### src/hdl/hsi_consts.svh
// Constants for the host serial interface configuration block.
`ifndef HSI_CONSTS_SVH
`define HSI_CONSTS_SVH
`define HSI_CLK_HZ 25000000
`define HSI_CLK_PERIOD_NS 40
`define HSI_MS_TIME_NS 1000000
`define HSI_MS_CYCLES (`HSI_MS_TIME_NS / `HSI_CLK_PERIOD_NS)
`define HSI_TIMEOUT_UNIT_MS 7'h64
`define HSI_OFF_MODE 8'h00
`define HSI_OFF_RATE 8'h04
`define HSI_OFF_ESC 8'h08
`define HSI_OFF_GUARD 8'h0c
`define HSI_OFF_TIMEOUT 8'h10
`define HSI_OFF_CTRL 8'h14
`define HSI_OFF_DIV 8'h18
`define HSI_RST_MODE 2'h0
`define HSI_RST_RATE 18'h00003
`define HSI_RST_ESC 8'h2b
`define HSI_RST_GUARD 16'h03e8
`define HSI_RST_TIMEOUT 16'h0064
`define HSI_MODE_MAX 32'h0000_0002
`define HSI_STD_CODE_MAX 32'h0000_0007
`define HSI_LIT_MIN 32'h0000_0080
`define HSI_LIT_MAX 32'h0003_d090
`define HSI_TIMEOUT_MIN 32'h0000_0002
`define HSI_TIMEOUT_MAX 32'h0000_ffff
`define HSI_CTRL_LEAVE 0
`define HSI_STAT_CMD 0
`define HSI_STAT_EXITING 1
`define HSI_STAT_BUSY 2
`define HSI_STAT_PENDING 3
`define HSI_DIV_1200 18'h05161
`define HSI_DIV_2400 18'h028b1
`define HSI_DIV_4800 18'h01458
`define HSI_DIV_9600 18'h00a2c
`define HSI_DIV_19200 18'h00516
`define HSI_DIV_38400 18'h0028b
`define HSI_DIV_57600 18'h001b2
`define HSI_DIV_115K 18'h000e1
`define HSI_ACK_0 8'h4f
`define HSI_ACK_1 8'h4b
`define HSI_ACK_2 8'h0d
`define HSI_DIV_STEPS 5'h18
`endif

### src/hdl/hsi_pkg.sv
// Types shared by the host serial interface configuration block.
package hsi_pkg;
	typedef struct packed {
		logic is_command;
		logic [7:0] data;
	} hsi_word_t;
	typedef enum logic [1:0] {RX_IDLE, RX_START, RX_DATA, RX_STOP} hsi_rx_t;
	typedef enum logic [1:0] {TX_IDLE, TX_START, TX_DATA, TX_STOP} hsi_tx_t;
	typedef enum logic [2:0] {ES_DATA, ES_ARMED, ES_GOT, ES_CMD, ES_ACK} hsi_esc_t;
	typedef enum logic [1:0] {D_IDLE, D_Q, D_S} hsi_div_t;
endpackage

### src/hdl/hsi_host_serial.sv
// Host serial interface: rate, mode, escape detection and APB registers.
//
// Local design decisions: the APB interface to the registers and the register offsets.
`timescale 1ns/1ps
`include "hsi_consts.svh"
module hsi_host_serial import hsi_pkg::*; #(
	parameter int MS_CYCLES = `HSI_MS_CYCLES,
	parameter int CLK_HZ = `HSI_CLK_HZ
) (
	input wire logic pclk,
	input wire logic presetn,
	input wire logic psel,
	input wire logic penable,
	input wire logic pwrite,
	input wire logic [7:0] paddr,
	input wire logic [31:0] pwdata,
	output logic [31:0] prdata,
	output logic pready,
	output logic pslverr,
	input wire logic rxd,
	output logic txd,
	output logic cts_n,
	output logic [1:0] interface_mode_select,
	output hsi_word_t rx_word,
	output logic rx_valid,
	input wire logic rx_ready
);
	if (MS_CYCLES < 2 || CLK_HZ < 1000000 || CLK_HZ > 33000000) begin : g_chk
		$error("hsi_host_serial: unsupported clock parameters");
	end

	function automatic logic [17:0] std_div(input logic [2:0] code);
		case (code)
			3'h0: std_div = `HSI_DIV_1200;
			3'h1: std_div = `HSI_DIV_2400;
			3'h2: std_div = `HSI_DIV_4800;
			3'h3: std_div = `HSI_DIV_9600;
			3'h4: std_div = `HSI_DIV_19200;
			3'h5: std_div = `HSI_DIV_38400;
			3'h6: std_div = `HSI_DIV_57600;
			default: std_div = `HSI_DIV_115K;
		endcase
	endfunction

	function automatic logic [7:0] ack_char(input logic [1:0] idx);
		case (idx)
			2'h0: ack_char = `HSI_ACK_0;
			2'h1: ack_char = `HSI_ACK_1;
			default: ack_char = `HSI_ACK_2;
		endcase
	endfunction

	logic [7:0] escape_character;
	logic [15:0] guard_silence_time, command_mode_timeout;
	logic [17:0] rate_stored, pend_div, active_div;
	logic pend_valid;
	hsi_esc_t esc_state;
	hsi_div_t dv_state;
	logic [24:0] dv_num, dv_den, dv_quo;
	logic [25:0] dv_rem;
	logic [4:0] dv_cnt;
	hsi_rx_t rx_state;
	logic [17:0] rx_cnt, tx_cnt;
	logic [2:0] rx_bit, tx_bit;
	logic [7:0] rx_sh, tx_sh;
	logic rx_done, tx_done;
	hsi_tx_t tx_state;
	logic [1:0] tx_idx;
	logic [31:0] ms_cnt;
	logic [6:0] unit_cnt;
	logic ms_tick, unit_tick;
	logic [15:0] sil_ms, idle_units;
	hsi_word_t e1;
	logic v1;

	// Register bus decode.
	wire setup = psel & ~penable;
	wire wr = psel & penable & pready & pwrite;
	wire hit_mode = paddr == `HSI_OFF_MODE;
	wire hit_rate = paddr == `HSI_OFF_RATE;
	wire hit_esc = paddr == `HSI_OFF_ESC;
	wire hit_guard = paddr == `HSI_OFF_GUARD;
	wire hit_to = paddr == `HSI_OFF_TIMEOUT;
	wire hit_ctrl = paddr == `HSI_OFF_CTRL;
	wire hit_div = paddr == `HSI_OFF_DIV;
	wire mapped = hit_mode | hit_rate | hit_esc | hit_guard | hit_to |
		hit_ctrl | hit_div;
	wire dv_busy = dv_state != D_IDLE;
	wire rate_std = pwdata <= `HSI_STD_CODE_MAX;
	wire rate_lit = pwdata >= `HSI_LIT_MIN && pwdata <= `HSI_LIT_MAX;
	wire bad_rate = hit_rate & (dv_busy | ~(rate_std | rate_lit));
	wire bad_to = hit_to & (pwdata < `HSI_TIMEOUT_MIN ||
		pwdata > `HSI_TIMEOUT_MAX);
	wire bad_mode = hit_mode & (pwdata > `HSI_MODE_MAX);
	wire bad = ~mapped | (pwrite & (bad_rate | bad_to | bad_mode));
	wire ok_wr = wr & ~pslverr;
	wire in_cmd = esc_state == ES_CMD;
	wire cmd_mode = in_cmd | esc_state == ES_ACK;
	wire leave_req = ok_wr & hit_ctrl & pwdata[`HSI_CTRL_LEAVE] & in_cmd;
	wire [31:0] status = ({31'h0, in_cmd} << `HSI_STAT_CMD) |
		({31'h0, esc_state == ES_ACK} << `HSI_STAT_EXITING) |
		({31'h0, dv_busy} << `HSI_STAT_BUSY) |
		({31'h0, pend_valid} << `HSI_STAT_PENDING);
	wire [31:0] rd_data = hit_mode ? {30'h0, interface_mode_select} :
		hit_rate ? {14'h0, rate_stored} :
		hit_esc ? {24'h0, escape_character} :
		hit_guard ? {16'h0, guard_silence_time} :
		hit_to ? {16'h0, command_mode_timeout} :
		hit_ctrl ? status :
		hit_div ? {14'h0, active_div} : 32'h0;

	// One-cycle answer: ready is raised by the setup cycle.
	always_ff @(posedge pclk or negedge presetn) begin
		if (!presetn) begin
			pready <= 1'b0;
			pslverr <= 1'b0;
			prdata <= 32'h0;
		end else begin
			pready <= setup & ~pready;
			pslverr <= setup & bad;
			prdata <= setup ? rd_data : prdata;
		end
	end

	always_ff @(posedge pclk or negedge presetn) begin
		if (!presetn) begin
			interface_mode_select <= `HSI_RST_MODE;
			escape_character <= `HSI_RST_ESC;
			guard_silence_time <= `HSI_RST_GUARD;
			command_mode_timeout <= `HSI_RST_TIMEOUT;
		end else if (ok_wr) begin
			if (hit_mode)
				interface_mode_select <= pwdata[1:0];
			if (hit_esc)
				escape_character <= pwdata[7:0];
			if (hit_guard)
				guard_silence_time <= pwdata[15:0];
			if (hit_to)
				command_mode_timeout <= pwdata[15:0];
		end
	end

	// Long division shared by both passes: divisor, then achieved rate.
	wire [25:0] dv_shift = {dv_rem[24:0], dv_num[24]};
	wire dv_ge = dv_shift >= {1'b0, dv_den};
	wire [25:0] dv_next_rem = dv_ge ? dv_shift - {1'b0, dv_den} : dv_shift;
	wire [24:0] dv_result = {dv_quo[23:0], dv_ge};
	wire [24:0] clk25 = 25'(CLK_HZ);

	always_ff @(posedge pclk or negedge presetn) begin
		if (!presetn) begin
			dv_state <= D_IDLE;
			dv_num <= 25'h0;
			dv_den <= 25'h0;
			dv_quo <= 25'h0;
			dv_rem <= 26'h0;
			dv_cnt <= 5'h0;
			rate_stored <= `HSI_RST_RATE;
			pend_div <= `HSI_DIV_9600;
			active_div <= `HSI_DIV_9600;
			pend_valid <= 1'b0;
		end else begin
			if (tx_done && pend_valid) begin
				active_div <= pend_div;
				pend_valid <= 1'b0;
			end
			case (dv_state)
				D_IDLE: begin
					if (ok_wr && hit_rate && rate_std) begin
						rate_stored <= pwdata[17:0];
						pend_div <= std_div(pwdata[2:0]);
						pend_valid <= 1'b1;
					end else if (ok_wr && hit_rate) begin
						dv_num <= clk25 + 25'(pwdata[17:1]);
						dv_den <= 25'(pwdata[17:0]);
						dv_rem <= 26'h0;
						dv_cnt <= `HSI_DIV_STEPS;
						dv_state <= D_Q;
					end
				end
				D_Q, D_S: begin
					dv_rem <= dv_next_rem;
					dv_quo <= dv_result;
					dv_num <= {dv_num[23:0], 1'b0};
					dv_cnt <= dv_cnt - 5'h1;
					if (dv_cnt == 5'h0 && dv_state == D_Q) begin
						pend_div <= dv_result[17:0];
						dv_num <= clk25;
						dv_den <= dv_result;
						dv_rem <= 26'h0;
						dv_cnt <= `HSI_DIV_STEPS;
						dv_state <= D_S;
					end else if (dv_cnt == 5'h0) begin
						rate_stored <= dv_result[17:0];
						pend_valid <= 1'b1;
						dv_state <= D_IDLE;
					end
				end
				default: dv_state <= D_IDLE;
			endcase
		end
	end

	// Millisecond and 100 ms enables.
	always_ff @(posedge pclk or negedge presetn) begin
		if (!presetn) begin
			ms_cnt <= 32'h0;
			ms_tick <= 1'b0;
			unit_cnt <= 7'h0;
			unit_tick <= 1'b0;
		end else begin
			ms_tick <= ms_cnt == 32'(MS_CYCLES - 1);
			ms_cnt <= (ms_cnt == 32'(MS_CYCLES - 1)) ? 32'h0 : ms_cnt + 32'h1;
			unit_tick <= ms_tick && unit_cnt == `HSI_TIMEOUT_UNIT_MS - 7'h1;
			if (ms_tick)
				unit_cnt <= (unit_cnt == `HSI_TIMEOUT_UNIT_MS - 7'h1) ? 7'h0 :
					unit_cnt + 7'h1;
		end
	end

	// Receiver, 8 data bits, one stop bit, sampled mid-bit.
	always_ff @(posedge pclk or negedge presetn) begin
		if (!presetn) begin
			rx_state <= RX_IDLE;
			rx_cnt <= 18'h0;
			rx_bit <= 3'h0;
			rx_sh <= 8'h0;
			rx_done <= 1'b0;
		end else begin
			rx_done <= 1'b0;
			if (rx_state != RX_IDLE && rx_cnt != 18'h0)
				rx_cnt <= rx_cnt - 18'h1;
			else
				case (rx_state)
					RX_IDLE: if (!rxd) begin
						rx_cnt <= active_div >> 1;
						rx_state <= RX_START;
					end
					RX_START: begin
						rx_cnt <= active_div - 18'h1;
						rx_bit <= 3'h0;
						rx_state <= rxd ? RX_IDLE : RX_DATA;
					end
					RX_DATA: begin
						rx_sh <= {rxd, rx_sh[7:1]};
						rx_cnt <= active_div - 18'h1;
						rx_bit <= rx_bit + 3'h1;
						if (rx_bit == 3'h7)
							rx_state <= RX_STOP;
					end
					RX_STOP: begin
						rx_done <= rxd;
						rx_state <= RX_IDLE;
					end
					default: rx_state <= RX_IDLE;
				endcase
		end
	end

	// Two-entry buffer; head entry drives the stream outputs.
	wire push = rx_done & ~v1;
	wire pop = rx_valid & rx_ready;
	wire hsi_word_t in_word = '{is_command: cmd_mode, data: rx_sh};
	wire next_v0 = push | v1 | (rx_valid & ~pop);
	wire next_v1 = (v1 & ~(pop & ~push)) | (rx_valid & push & ~pop);
	wire e1_load = push & (v1 | (rx_valid & ~pop));

	always_ff @(posedge pclk or negedge presetn) begin
		if (!presetn) begin
			rx_valid <= 1'b0;
			v1 <= 1'b0;
			rx_word <= '0;
			e1 <= '0;
			cts_n <= 1'b0;
		end else begin
			rx_valid <= next_v0;
			v1 <= next_v1;
			cts_n <= next_v1;
			if (pop)
				rx_word <= v1 ? e1 : in_word;
			else if (!rx_valid)
				rx_word <= in_word;
			if (e1_load)
				e1 <= in_word;
		end
	end

	// Silence and inactivity counters restart on any receive activity.
	wire activity = rx_state != RX_IDLE || rx_done;
	wire silence_met = sil_ms >= guard_silence_time;
	always_ff @(posedge pclk or negedge presetn) begin
		if (!presetn) begin
			sil_ms <= 16'h0;
			idle_units <= 16'h0;
		end else begin
			if (activity)
				sil_ms <= 16'h0;
			else if (ms_tick && sil_ms != 16'hffff)
				sil_ms <= sil_ms + 16'h1;
			if (activity || !in_cmd)
				idle_units <= 16'h0;
			else if (unit_tick && idle_units != 16'hffff)
				idle_units <= idle_units + 16'h1;
		end
	end

	// Command sequence detection and command mode.
	always_ff @(posedge pclk or negedge presetn) begin
		if (!presetn) begin
			esc_state <= ES_DATA;
		end else begin
			case (esc_state)
				ES_DATA: if (silence_met && !activity)
					esc_state <= ES_ARMED;
				ES_ARMED: if (rx_done)
					esc_state <= (rx_sh == escape_character) ? ES_GOT : ES_DATA;
				ES_GOT: begin
					if (rx_done)
						esc_state <= ES_DATA;
					else if (silence_met && !activity)
						esc_state <= ES_CMD;
				end
				ES_CMD: begin
					if (leave_req)
						esc_state <= ES_ACK;
					else if (idle_units >= command_mode_timeout)
						esc_state <= ES_DATA;
				end
				ES_ACK: if (tx_done)
					esc_state <= ES_DATA;
				default: esc_state <= ES_DATA;
			endcase
		end
	end

	// Transmitter sends the OK reply at the rate still in force.
	always_ff @(posedge pclk or negedge presetn) begin
		if (!presetn) begin
			tx_state <= TX_IDLE;
			tx_cnt <= 18'h0;
			tx_bit <= 3'h0;
			tx_sh <= 8'h0;
			tx_idx <= 2'h0;
			tx_done <= 1'b0;
			txd <= 1'b1;
		end else begin
			tx_done <= 1'b0;
			txd <= tx_state == TX_START ? 1'b0 :
				tx_state == TX_DATA ? tx_sh[0] : 1'b1;
			if (tx_state != TX_IDLE && tx_cnt != 18'h0)
				tx_cnt <= tx_cnt - 18'h1;
			else
				case (tx_state)
					TX_IDLE: if (leave_req) begin
						tx_idx <= 2'h0;
						tx_sh <= ack_char(2'h0);
						tx_cnt <= active_div - 18'h1;
						tx_state <= TX_START;
					end
					TX_START: begin
						tx_bit <= 3'h0;
						tx_cnt <= active_div - 18'h1;
						tx_state <= TX_DATA;
					end
					TX_DATA: begin
						tx_cnt <= active_div - 18'h1;
						tx_bit <= tx_bit + 3'h1;
						if (tx_bit == 3'h7)
							tx_state <= TX_STOP;
						else
							tx_sh <= {1'b0, tx_sh[7:1]};
					end
					TX_STOP: begin
						if (tx_idx == 2'h2) begin
							tx_done <= 1'b1;
							tx_state <= TX_IDLE;
						end else begin
							tx_idx <= tx_idx + 2'h1;
							tx_sh <= ack_char(tx_idx + 2'h1);
							tx_cnt <= active_div - 18'h1;
							tx_state <= TX_START;
						end
					end
					default: tx_state <= TX_IDLE;
				endcase
		end
	end
endmodule

### config.mk
export PLATFORM = sky130hd
export DESIGN_NAME = hsi_host_serial
export DESIGN_NICKNAME = d
export VERILOG_FILES = /design/src/hdl/hsi_pkg.sv /design/src/hdl/hsi_host_serial.sv
export VERILOG_INCLUDE_DIRS = /design/src /design/src/hdl
export SDC_FILE = /design/constraint.sdc
export NUM_CORES = 1
export LEC_CHECK = 0
export ABC_AREA = 1
export BUFFER_PORTS_ARGS = -buffer_cell sky130_fd_sc_hd__buf_2
export CAP_MARGIN = 20
export CORE_MARGIN = 2
export CORE_UTILIZATION = 30
export DETAILED_ROUTE_END_ITERATION = 8
export HOLD_SLACK_MARGIN = 0.15
export PLACE_DENSITY_LB_ADDON = 0.08
export SYNTH_ARGS = -nofsm -noshare
export SYNTH_HDL_FRONTEND = slang
export SYNTH_SLANG_ARGS = --single-unit
### constraint.sdc
create_clock -name pclk -period 2.4 [get_ports pclk]
set_clock_uncertainty 0.2 [all_clocks]
set_input_delay 0.48 -clock pclk [delete_from_list [all_inputs] [get_ports pclk]]
set_output_delay 0.48 -clock pclk [all_outputs]
set_load 0.01 [all_outputs]
==> results.txt, run 1 <==
outcome = complete, but fails checks
violated checks = setup timing
Congestion Overflow GR = 0
hold_ws = 0.1931 ns
leak pwr = 13.72 nW
Slew @ Worst Pin = 0.6239 ns
first-pass GRT wire length = 120.1 mm
GRT Total Usage = 20.04%
Setup violations, final = 1
Post-Synthesis Cells = 2,976
Die Span X = 277.6 um
Slew Viols, Final = 0
kind of critical path = register to register
register area share after synthesis = 43.06%
total CTS buffers = 48
# rows = 100
post-layout minimum cycle time = 2.406 ns
Area contributors post-synth = dfrtp_1, nand2_1, inv_1
# port buffers = 80
Area growth, synth to finish = 25.86%
cell area after synthesis = 22,450 um2
Chip Height = 277.6 um
Post-synth EDFFs = 0
Core Box Area = 74,320 um2
worst endpoint required time = 2.73 ns
Yosys top cell by area = dfrtp_1
vias = 20,770
Max-Cap Viols = 0
die footprint = 77,030 um2
later-pin clock latency in the skew report = 0.60 ns
initial drt markers = 1,422
Detail Route Antenna Nets = 0
CTS root buf = clkbuf_16
HP Class = primary input to asynchronous set/reset pin
Synth top area share = 40.02%
Nets = 3,411
DR DRC count = 0
Top FF cell, synth = dfrtp_1
critical path startpoint category = register
DP Worst Slack = -0.2305 ns
Slew headroom = 58.30%
Syn Area/Cell = 7.543 um2
flops & latches, synth = 385
synth warn = 0
crit path max fanout = 3
Initial Util = 30.21%
clk buf depth = 3
n_diodes = 0
WL/cell = 18.30 um
share of layout cells above drive strength 1 = 18.21%
most common cell in the synthesized netlist = nand2_1
H-tree depth = 2
vias in the first global route = 20,420
Critical Path End Type = register
# IOs = 95
largest net degree at the start of global routing = 56
Clk pin slew, worst setup/hold paths = 0.06 ns
gpl congestion = 0.8983
DRT Wirelength = 78.43 mm
maximum clock frequency = 415.6 MHz
hpwl dp = 59.52 mm
TritonCTS clock tree = done
fraction of registers with async set/reset = 100.0%
initial antenna violation count = 1
CTS Sinks = 385
post-synth cell types = 61
RSZ-0062 raised after global routing = true
vias per cell = 4.847
post-route setup slack = -0.006187 ns
First-pass DRT Iterations = 5
Final Hold Vio Count = 0
most instantiated cells after synthesis = nand2_1, inv_1, dfrtp_1
VDD IR max = 0.0004823 V
Power Density = 725.5 nW/um2
Final Cycle Share = 100.3%
Arrival @ worst endpoint = 2.74 ns
Setup TNS Final = -0.006187 ns
flip-flops by register name, indices dropped and copies added (netlist names), 9 cells and up, named ones only:
signal / flops
active_div: 18
command_mode_timeout: 16
dv_den: 25
dv_num: 25
dv_quo: 24
dv_rem: 25
e1: 9
guard_silence_time: 16
idle_units: 16
ms_cnt: 32
pend_div: 18
prdata: 18
rate_stored: 18
rx_cnt: 18
rx_word: 9
sil_ms: 16
tx_cnt: 18
worst max-delay path: stages (launching register included):
cell and delay, ns:
dfrtp_1 0.41, ha_4 0.29, buf_6 0.10, nand2_4 0.05, buf_6 0.13, nor2_4 0.10, nand2_2 0.06, inv_2 0.05
nand4_1 0.23, buf_6 0.21, nand4_1 0.19, buf_4 0.19, nand3_2 0.05, o21ai_1 0.07
cell type report:
class,count,area (um2)
repair buffers,339,2768
flip-flops and latches,385,9667
fillers,7820,46070
inverters,403,1521
clock inverters,28,342.8
well taps,969,1212
clock buffers,62,1345
multi-input cells,2100,11400
metrics by stage:
step                cells  total power, mW  utilization, %  cell area, um2
CTS                  4270            20.16           36.96           27470
floorplan            2989            9.953               -           22500
global route         4286            21.59           38.02           28250
finish               4286            20.50           38.02           28250
detailed placement   4162            11.91           34.26           25460
global placement     4162            11.90           34.26           25460
report_power, final:
part / switching, mW / total, mW / internal, mW / leakage [nW]
Clock: 3.15 / 7.87 / 4.72 / 0.825
Combinational: 3.34 / 5.35 / 2.01 / 7.90
Sequential: 0.240 / 7.28 / 7.04 / 5.00
Total: 6.73 / 20.5 / 13.8 / 13.7
layout by cell type (no fill, tap or decap), drive strengths merged, types with 11 or more instances in the layout:
cell type / Yosys / final
nand4: 68 / 68
xnor2: 24 / 24
nand2: 768 / 768
o22ai: 17 / 17
o211ai: 22 / 22
dfstp: 26 / 26
conb: 1 / 14
xor2: 61 / 61
a21oi: 122 / 122
inv: 403 / 404
nor3: 62 / 62
buf: 64 / 322
o21ai: 289 / 289
ha: 86 / 86
nor4: 18 / 18
clkinv: 0 / 14
dlygate4sd3: 0 / 13
dfrtp: 359 / 359
nor2: 301 / 301
a31oi: 15 / 15
o221ai: 11 / 11
clkbuf: 37 / 66
nand3: 147 / 147
layer usage:
layer	vias up	GRT usage [%]	routed length [um]
met5	-	0	13
li1	10300	-	-
met1	9965	27.10	36260
met3	108	3.950	4123
met4	2	6.029	2180
met2	403	32.35	35850
repair_timing:
item                                    in CTS  in global routing
buffers inserted                             4                 13
hold buffers                                13                  0
cloned                                       1                  5
pin swaps                                    6                 22
endpoints found under the setup margin      31                132
gates resized for setup                     32                144
hold endpoints to repair                   388                  0
worst paths after layout:
path,from,end,slack [ns],depth (start not counted)
setup / recovery,dv_rem[12],pend_div[0],-0.006,13
hold / removal,presetn,rx_done,0.19,2
setup reg to reg,dv_rem[12],pend_div[0],-0.006,13
hold reg to reg,dv_quo[10],dv_quo[10],0.27,2
max in group asynchronous,presetn,interface_mode_select[0],1.02,3
min in group pclk,pwdata[13],dv_num[12],0.21,6
kinds of logic after synthesis:
kind of cell    synth area share, %
flops                         43.06
simple gates                  25.95
fa+ha+maj                     4.882
buf+inv                       9.269
xor+xnor                      3.316
mux                         0.05016
compound gates                13.45
other cells                 0.01670
Power figures use the tool's default switching activity.
==> run 2, diff against run 1 <==
- RECOVER_POWER: not set -> 25
==> results.txt, run 2 (synthesis gave the netlist of run 1 again) <==
outcome = complete, but fails checks
violated checks = setup timing
die footprint = 77,030 um2
RSZ-0062 raised after global routing = true
VDD IR max = 0.0004812 V
vias per cell = 4.857
commonest non-fill, non-tap cells in the layout = nand2_1, inv_1, dfrtp_1
Congestion Overflow GR = 0
Area growth, synth to finish = 25.54%
leak pwr = 13.69 nW
crit path max fanout = 3
initial drt markers = 1,488
Setup TNS Final = -0.002109 ns
WL/cell = 18.33 um
Chip Height = 277.6 um
commonest non-fill, non-tap cell in the layout = nand2_1
hold_sp = pwdata[13]
# IOs = 95
clk buf depth = 3
Detail Route Antenna Nets = 0
Initial Util = 30.21%
largest register by flop count = ms_cnt
overall power = 20.48 mW
vias in the first global route = 20,420
reg-to-reg endpoint = pend_div[0]
kind of critical path = register to register
GRT Total Usage = 20.04%
Final Cycle Share = 100.1%
Slew Viols, Final = 0
hold_ws = 0.2094 ns
critical path startpoint category = register
First-pass DRT Iterations = 6
initial antenna violation count = 1
first-pass GRT wire length = 120.1 mm
RR Startpoint = dv_rem[12]
# rows = 100
CTS root buf = clkbuf_16
post-route setup slack = -0.002109 ns
beginning of the critical path = dv_rem[12]
Slew headroom = 4.616%
Critical Path End Type = register
Power Density = 726.7 nW/um2
maximum clock frequency = 416.3 MHz
# port buffers = 80
max reg flops = 32
n_diodes = 0
Slew @ Worst Pin = 1.431 ns
Max-Cap Viols = 0
H-tree depth = 2
DR DRC count = 0
DRT Wirelength = 78.55 mm
total CTS buffers = 48
vias = 20,820
worst endpoint required time = 2.73 ns
Die Span X = 277.6 um
flop-to-flop setup slack = -0.002 ns
HP Class = primary input to register
Nets = 3,411
Setup violations, final = 1
CTS Sinks = 385
Core Box Area = 74,320 um2
reg2reg path depth = 13
share of layout cells above drive strength 1 = 18.12%
Clk pin slew, worst setup/hold paths = 0.07 ns
Arrival @ worst endpoint = 2.73 ns
post-layout minimum cycle time = 2.402 ns
largest net degree at the start of global routing = 56
hpwl dp = 59.52 mm
Final Hold Vio Count = 0
TritonCTS clock tree = done
gpl congestion = 0.8983
crit path to = pend_div[0]
later-pin clock latency in the skew report = 0.60 ns
==> run 2: cell types whose count changed in the layout (fill, tap and decap cells not counted), sizes merged <==
cell    before  now
buf        322  313
clkbuf      66   75
==> run 2: worst min-delay path by stage <==
stage | endpoint | slack, ns | depth (start not counted)
detailed placement | rx_done | 0.24 | 1
floorplan | asynchronous set/reset pin | -0.02 | 0
global route | dv_num[12] | 0.22 | 6
global placement | rx_done | 0.24 | 1
CTS | dv_num[12] | 0.17 | 6
finish | dv_num[12] | 0.21 | 6
==> run 2: where the power goes <==
| group | internal, mW | total (mW) | switching, mW |
|---|---|---|---|
| Clock | 4.72 | 7.86 | 3.14 |
| Combinational | 2.00 | 5.34 | 3.34 |
| Sequential | 7.04 | 7.28 | 0.239 |
==> run 2: cell type report <==
class / instances / area (um2)
fillers: 7836 / 46140
multi-input cells: 2100 / 11400
well taps: 969 / 1212
clock buffers: 62 / 1345
repair buffers: 339 / 2695
clock inverters: 28 / 342.8
flip-flops and latches: 385 / 9667
inverters: 403 / 1521
==> run 2: stage by stage <==
stage	area [um2]	utilization, %	cells	setup WS (ns)
finish	28180	37.92	4286	-0.002109
global route	28180	37.92	4286	-0.07501
CTS	27470	36.96	4270	0.005464
detailed placement	25460	34.26	4162	-0.2305
global placement	25460	34.26	4162	-0.1764
floorplan	22500	-	2989	0.01428
==> run 2: per-layer routing <==
metal | vias to the layer above | track usage (%) | part of all wire, % | routed length, um
li1 | 10300 | - | - | -
met1 | 9953 | 27.10 | 46 | 35920
met2 | 436 | 32.35 | 46 | 35850
met3 | 122 | 3.950 | 5.7 | 4456
met4 | 2 | 6.029 | 2.9 | 2299
met5 | - | 0 | 0.017 | 13
==> run 2: worst max-delay path, stage by stage (launching register included) <==
cell     delay, ns
dfrtp_1       0.41
ha_4          0.29
buf_6         0.10
nand2_4       0.05
buf_6         0.13
nor2_4        0.10
nand2_2       0.06
inv_2         0.05
nand4_1       0.23
buf_6         0.21
nand4_1       0.19
buf_4         0.19
nand3_2       0.05
o21ai_1       0.07
==> run 2: repair_timing <==
action,4_1_cts,5_1_grt
setup buffers,4,13
pin swaps,6,22
endpoints found under the setup margin,31,132
gates resized for setup,32,144
gates cloned,1,5
hold buffers,13,0
hold endpoints to repair,388,0
==> run 3, diff against run 2 <==
- CORE_MARGIN: 2 -> not set
- SETUP_SLACK_MARGIN: not set -> 0.2
==> results.txt, run 3 (synthesis gave the netlist of run 1 again) <==
Arrival @ worst endpoint = 2.70 ns
post-route setup slack = -0.03082 ns
Slew headroom = 1.620%
CTS root buf = clkbuf_16
hpwl dp = 59.80 mm
fill cell count = 7,551
Max stage delay on crit path = 0.43 ns
DR WL met3 = 3.512 mm
Clk pin slew, worst setup/hold paths = 0.06 ns
vias = 21,280
Power Density = 714.3 nW/um2
initial antenna violation count = 0
overall power = 21.36 mW
outcome = complete, but fails checks
Crit path top cell by count = nand2_2
Detail Route Antenna Nets = 0
share of layout cells above drive strength 1 = 24.21%
violated checks = setup timing
critical path startpoint category = register
max reg flops = 32
crit path max fanout = 5
VDD IR max = 0.0004919 V
HP Class = primary input to register
H-tree depth = 2
Congestion Overflow GR = 0
Die Span X = 275.6 um
Nets = 3,488
largest net degree at the start of global routing = 71
kind of critical path = register to register
total CTS buffers = 49
gpl congestion = 0.8924
Top delay family on crit path = simple AND/OR/NAND/NOR gates
vias per cell = 4.887
CTS Sinks = 385
CP Buf/Inv Count = 2
Slew Viols, Final = 0
largest register by flop count = ms_cnt
# rows = 99
TritonCTS clock tree = done
commonest non-fill, non-tap cells in the layout = nand2_1, inv_1, dfrtp_1
highest routed layer = met4
First-pass DRT Iterations = 8
# IOs = 95
critical path, cell by cell = ha_4 -> fa_2 -> o21ai_4 -> nand2_2 -> nand2_2 -> nand2_2 -> nand2_4 -> nand2_4 -> nand3_4 -> buf_12 -> clkbuf_16 -> nand2_2 -> nand2_1 -> o21bai_1
wl on met1 = 37.93 mm
n_diodes = 0
RSZ-0062 raised after global routing = true
Chip Height = 275.6 um
Critical Path End Type = register
initial drt markers = 1,492
leak pwr = 14.49 nW
DR DRC count = 0
Area growth, synth to finish = 33.23%
WL/cell = 18.59 um
worst endpoint required time = 2.67 ns
GRT Total Usage = 21.01%
commonest non-fill, non-tap cell in the layout = nand2_1
vias in the first global route = 20,820
Max-Cap Viols = 0
Final Cycle Share = 101.3%
later-pin clock latency in the skew report = 0.60 ns
first-pass GRT wire length = 122.5 mm
post-layout minimum cycle time = 2.431 ns
clk buf depth = 3
maximum clock frequency = 411.4 MHz
# port buffers = 80
Core Box Area = 73,450 um2
Initial Util = 30.56%
DRT Wirelength = 80.95 mm
die footprint = 75,930 um2
met2 WL = 37.82 mm
fin util = 40.72%
CP max stage cell = dfrtp_1
Slew @ Worst Pin = 1.476 ns
Setup violations, final = 5
Final Hold Vio Count = 0
## run 3: per-stage QoR
stage / setup WS, ns / std cells / instance area [um2] / TNS [ns] / hold slack (ns)
after global routing: -0.1066 / 4354 / 29910 / -1.144 / 0.1933
after detailed placement: -0.2579 / 4161 / 25540 / -7.030 / 0.2370
after CTS: -0.006129 / 4306 / 28350 / -0.02083 / 0.1518
after global placement: -0.2775 / 4161 / 25540 / -3.270 / 0.2355
final: -0.03082 / 4354 / 29910 / -0.06852 / 0.1955
after floorplan: 0.2018 / 2989 / 22530 / 0 / -0.01559
## run 3: routing by layer
layer  up-vias  track usage (%)
met2       378            34.40
li1      10470                -
met1     10330            29.06
met3       100            3.123
met5         -                0
met4         0            4.842
## run 3: power by group
part / internal (mW) / leakage [nW] / switching, mW
sequential: 7.04 / 4.99 / 0.262
clock: 4.52 / 0.810 / 3.05
combinational: 2.73 / 8.70 / 3.77
total: 14.3 / 14.5 / 7.07
## run 3: worst register-to-register path: stages (launching register included)
cell and delay (ns):
dfrtp_1 0.43, ha_4 0.19, fa_2 0.37, o21ai_4 0.17, nand2_2 0.07, nand2_2 0.07, nand2_2 0.06, nand2_4 0.08
nand2_4 0.08, nand3_4 0.16, buf_12 0.14, clkbuf_16 0.15, nand2_2 0.04, nand2_1 0.06, o21bai_1 0.06
## run 3: layout make-up
cell class	count	area, um2	area share (%)
timing repair inverter	2	12.51	0.04183
tap	959	1200	4.012
multi-input combinational	2100	12140	40.60
timing repair buffer	413	3709	12.40
clock inverter	21	221.5	0.7405
clock buffer	71	1411	4.719
inverter	403	1538	5.141
sequential	385	9674	32.35
## run 3: worst paths after layout
path,start,to,slack [ns],cells after the start
max,dv_den[0],dv_rem[2],-0.03,14
min,pwdata[9],dv_num[8],0.20,5
max reg2reg,dv_den[0],dv_rem[2],-0.03,14
min reg2reg,dv_quo[9],dv_quo[9],0.27,2
max in group asynchronous,presetn,prdata[6],0.23,3
min in group asynchronous,presetn,rx_word[2],0.58,2
## run 3: what timing repair did
action                                  CTS  global route
pin swaps                                28            74
hold buffers                             12             0
gates resized for setup                 142           311
setup buffers                            31            37
cloned                                   10            11
endpoints found under the setup margin  126           185
hold endpoints to repair                384             0
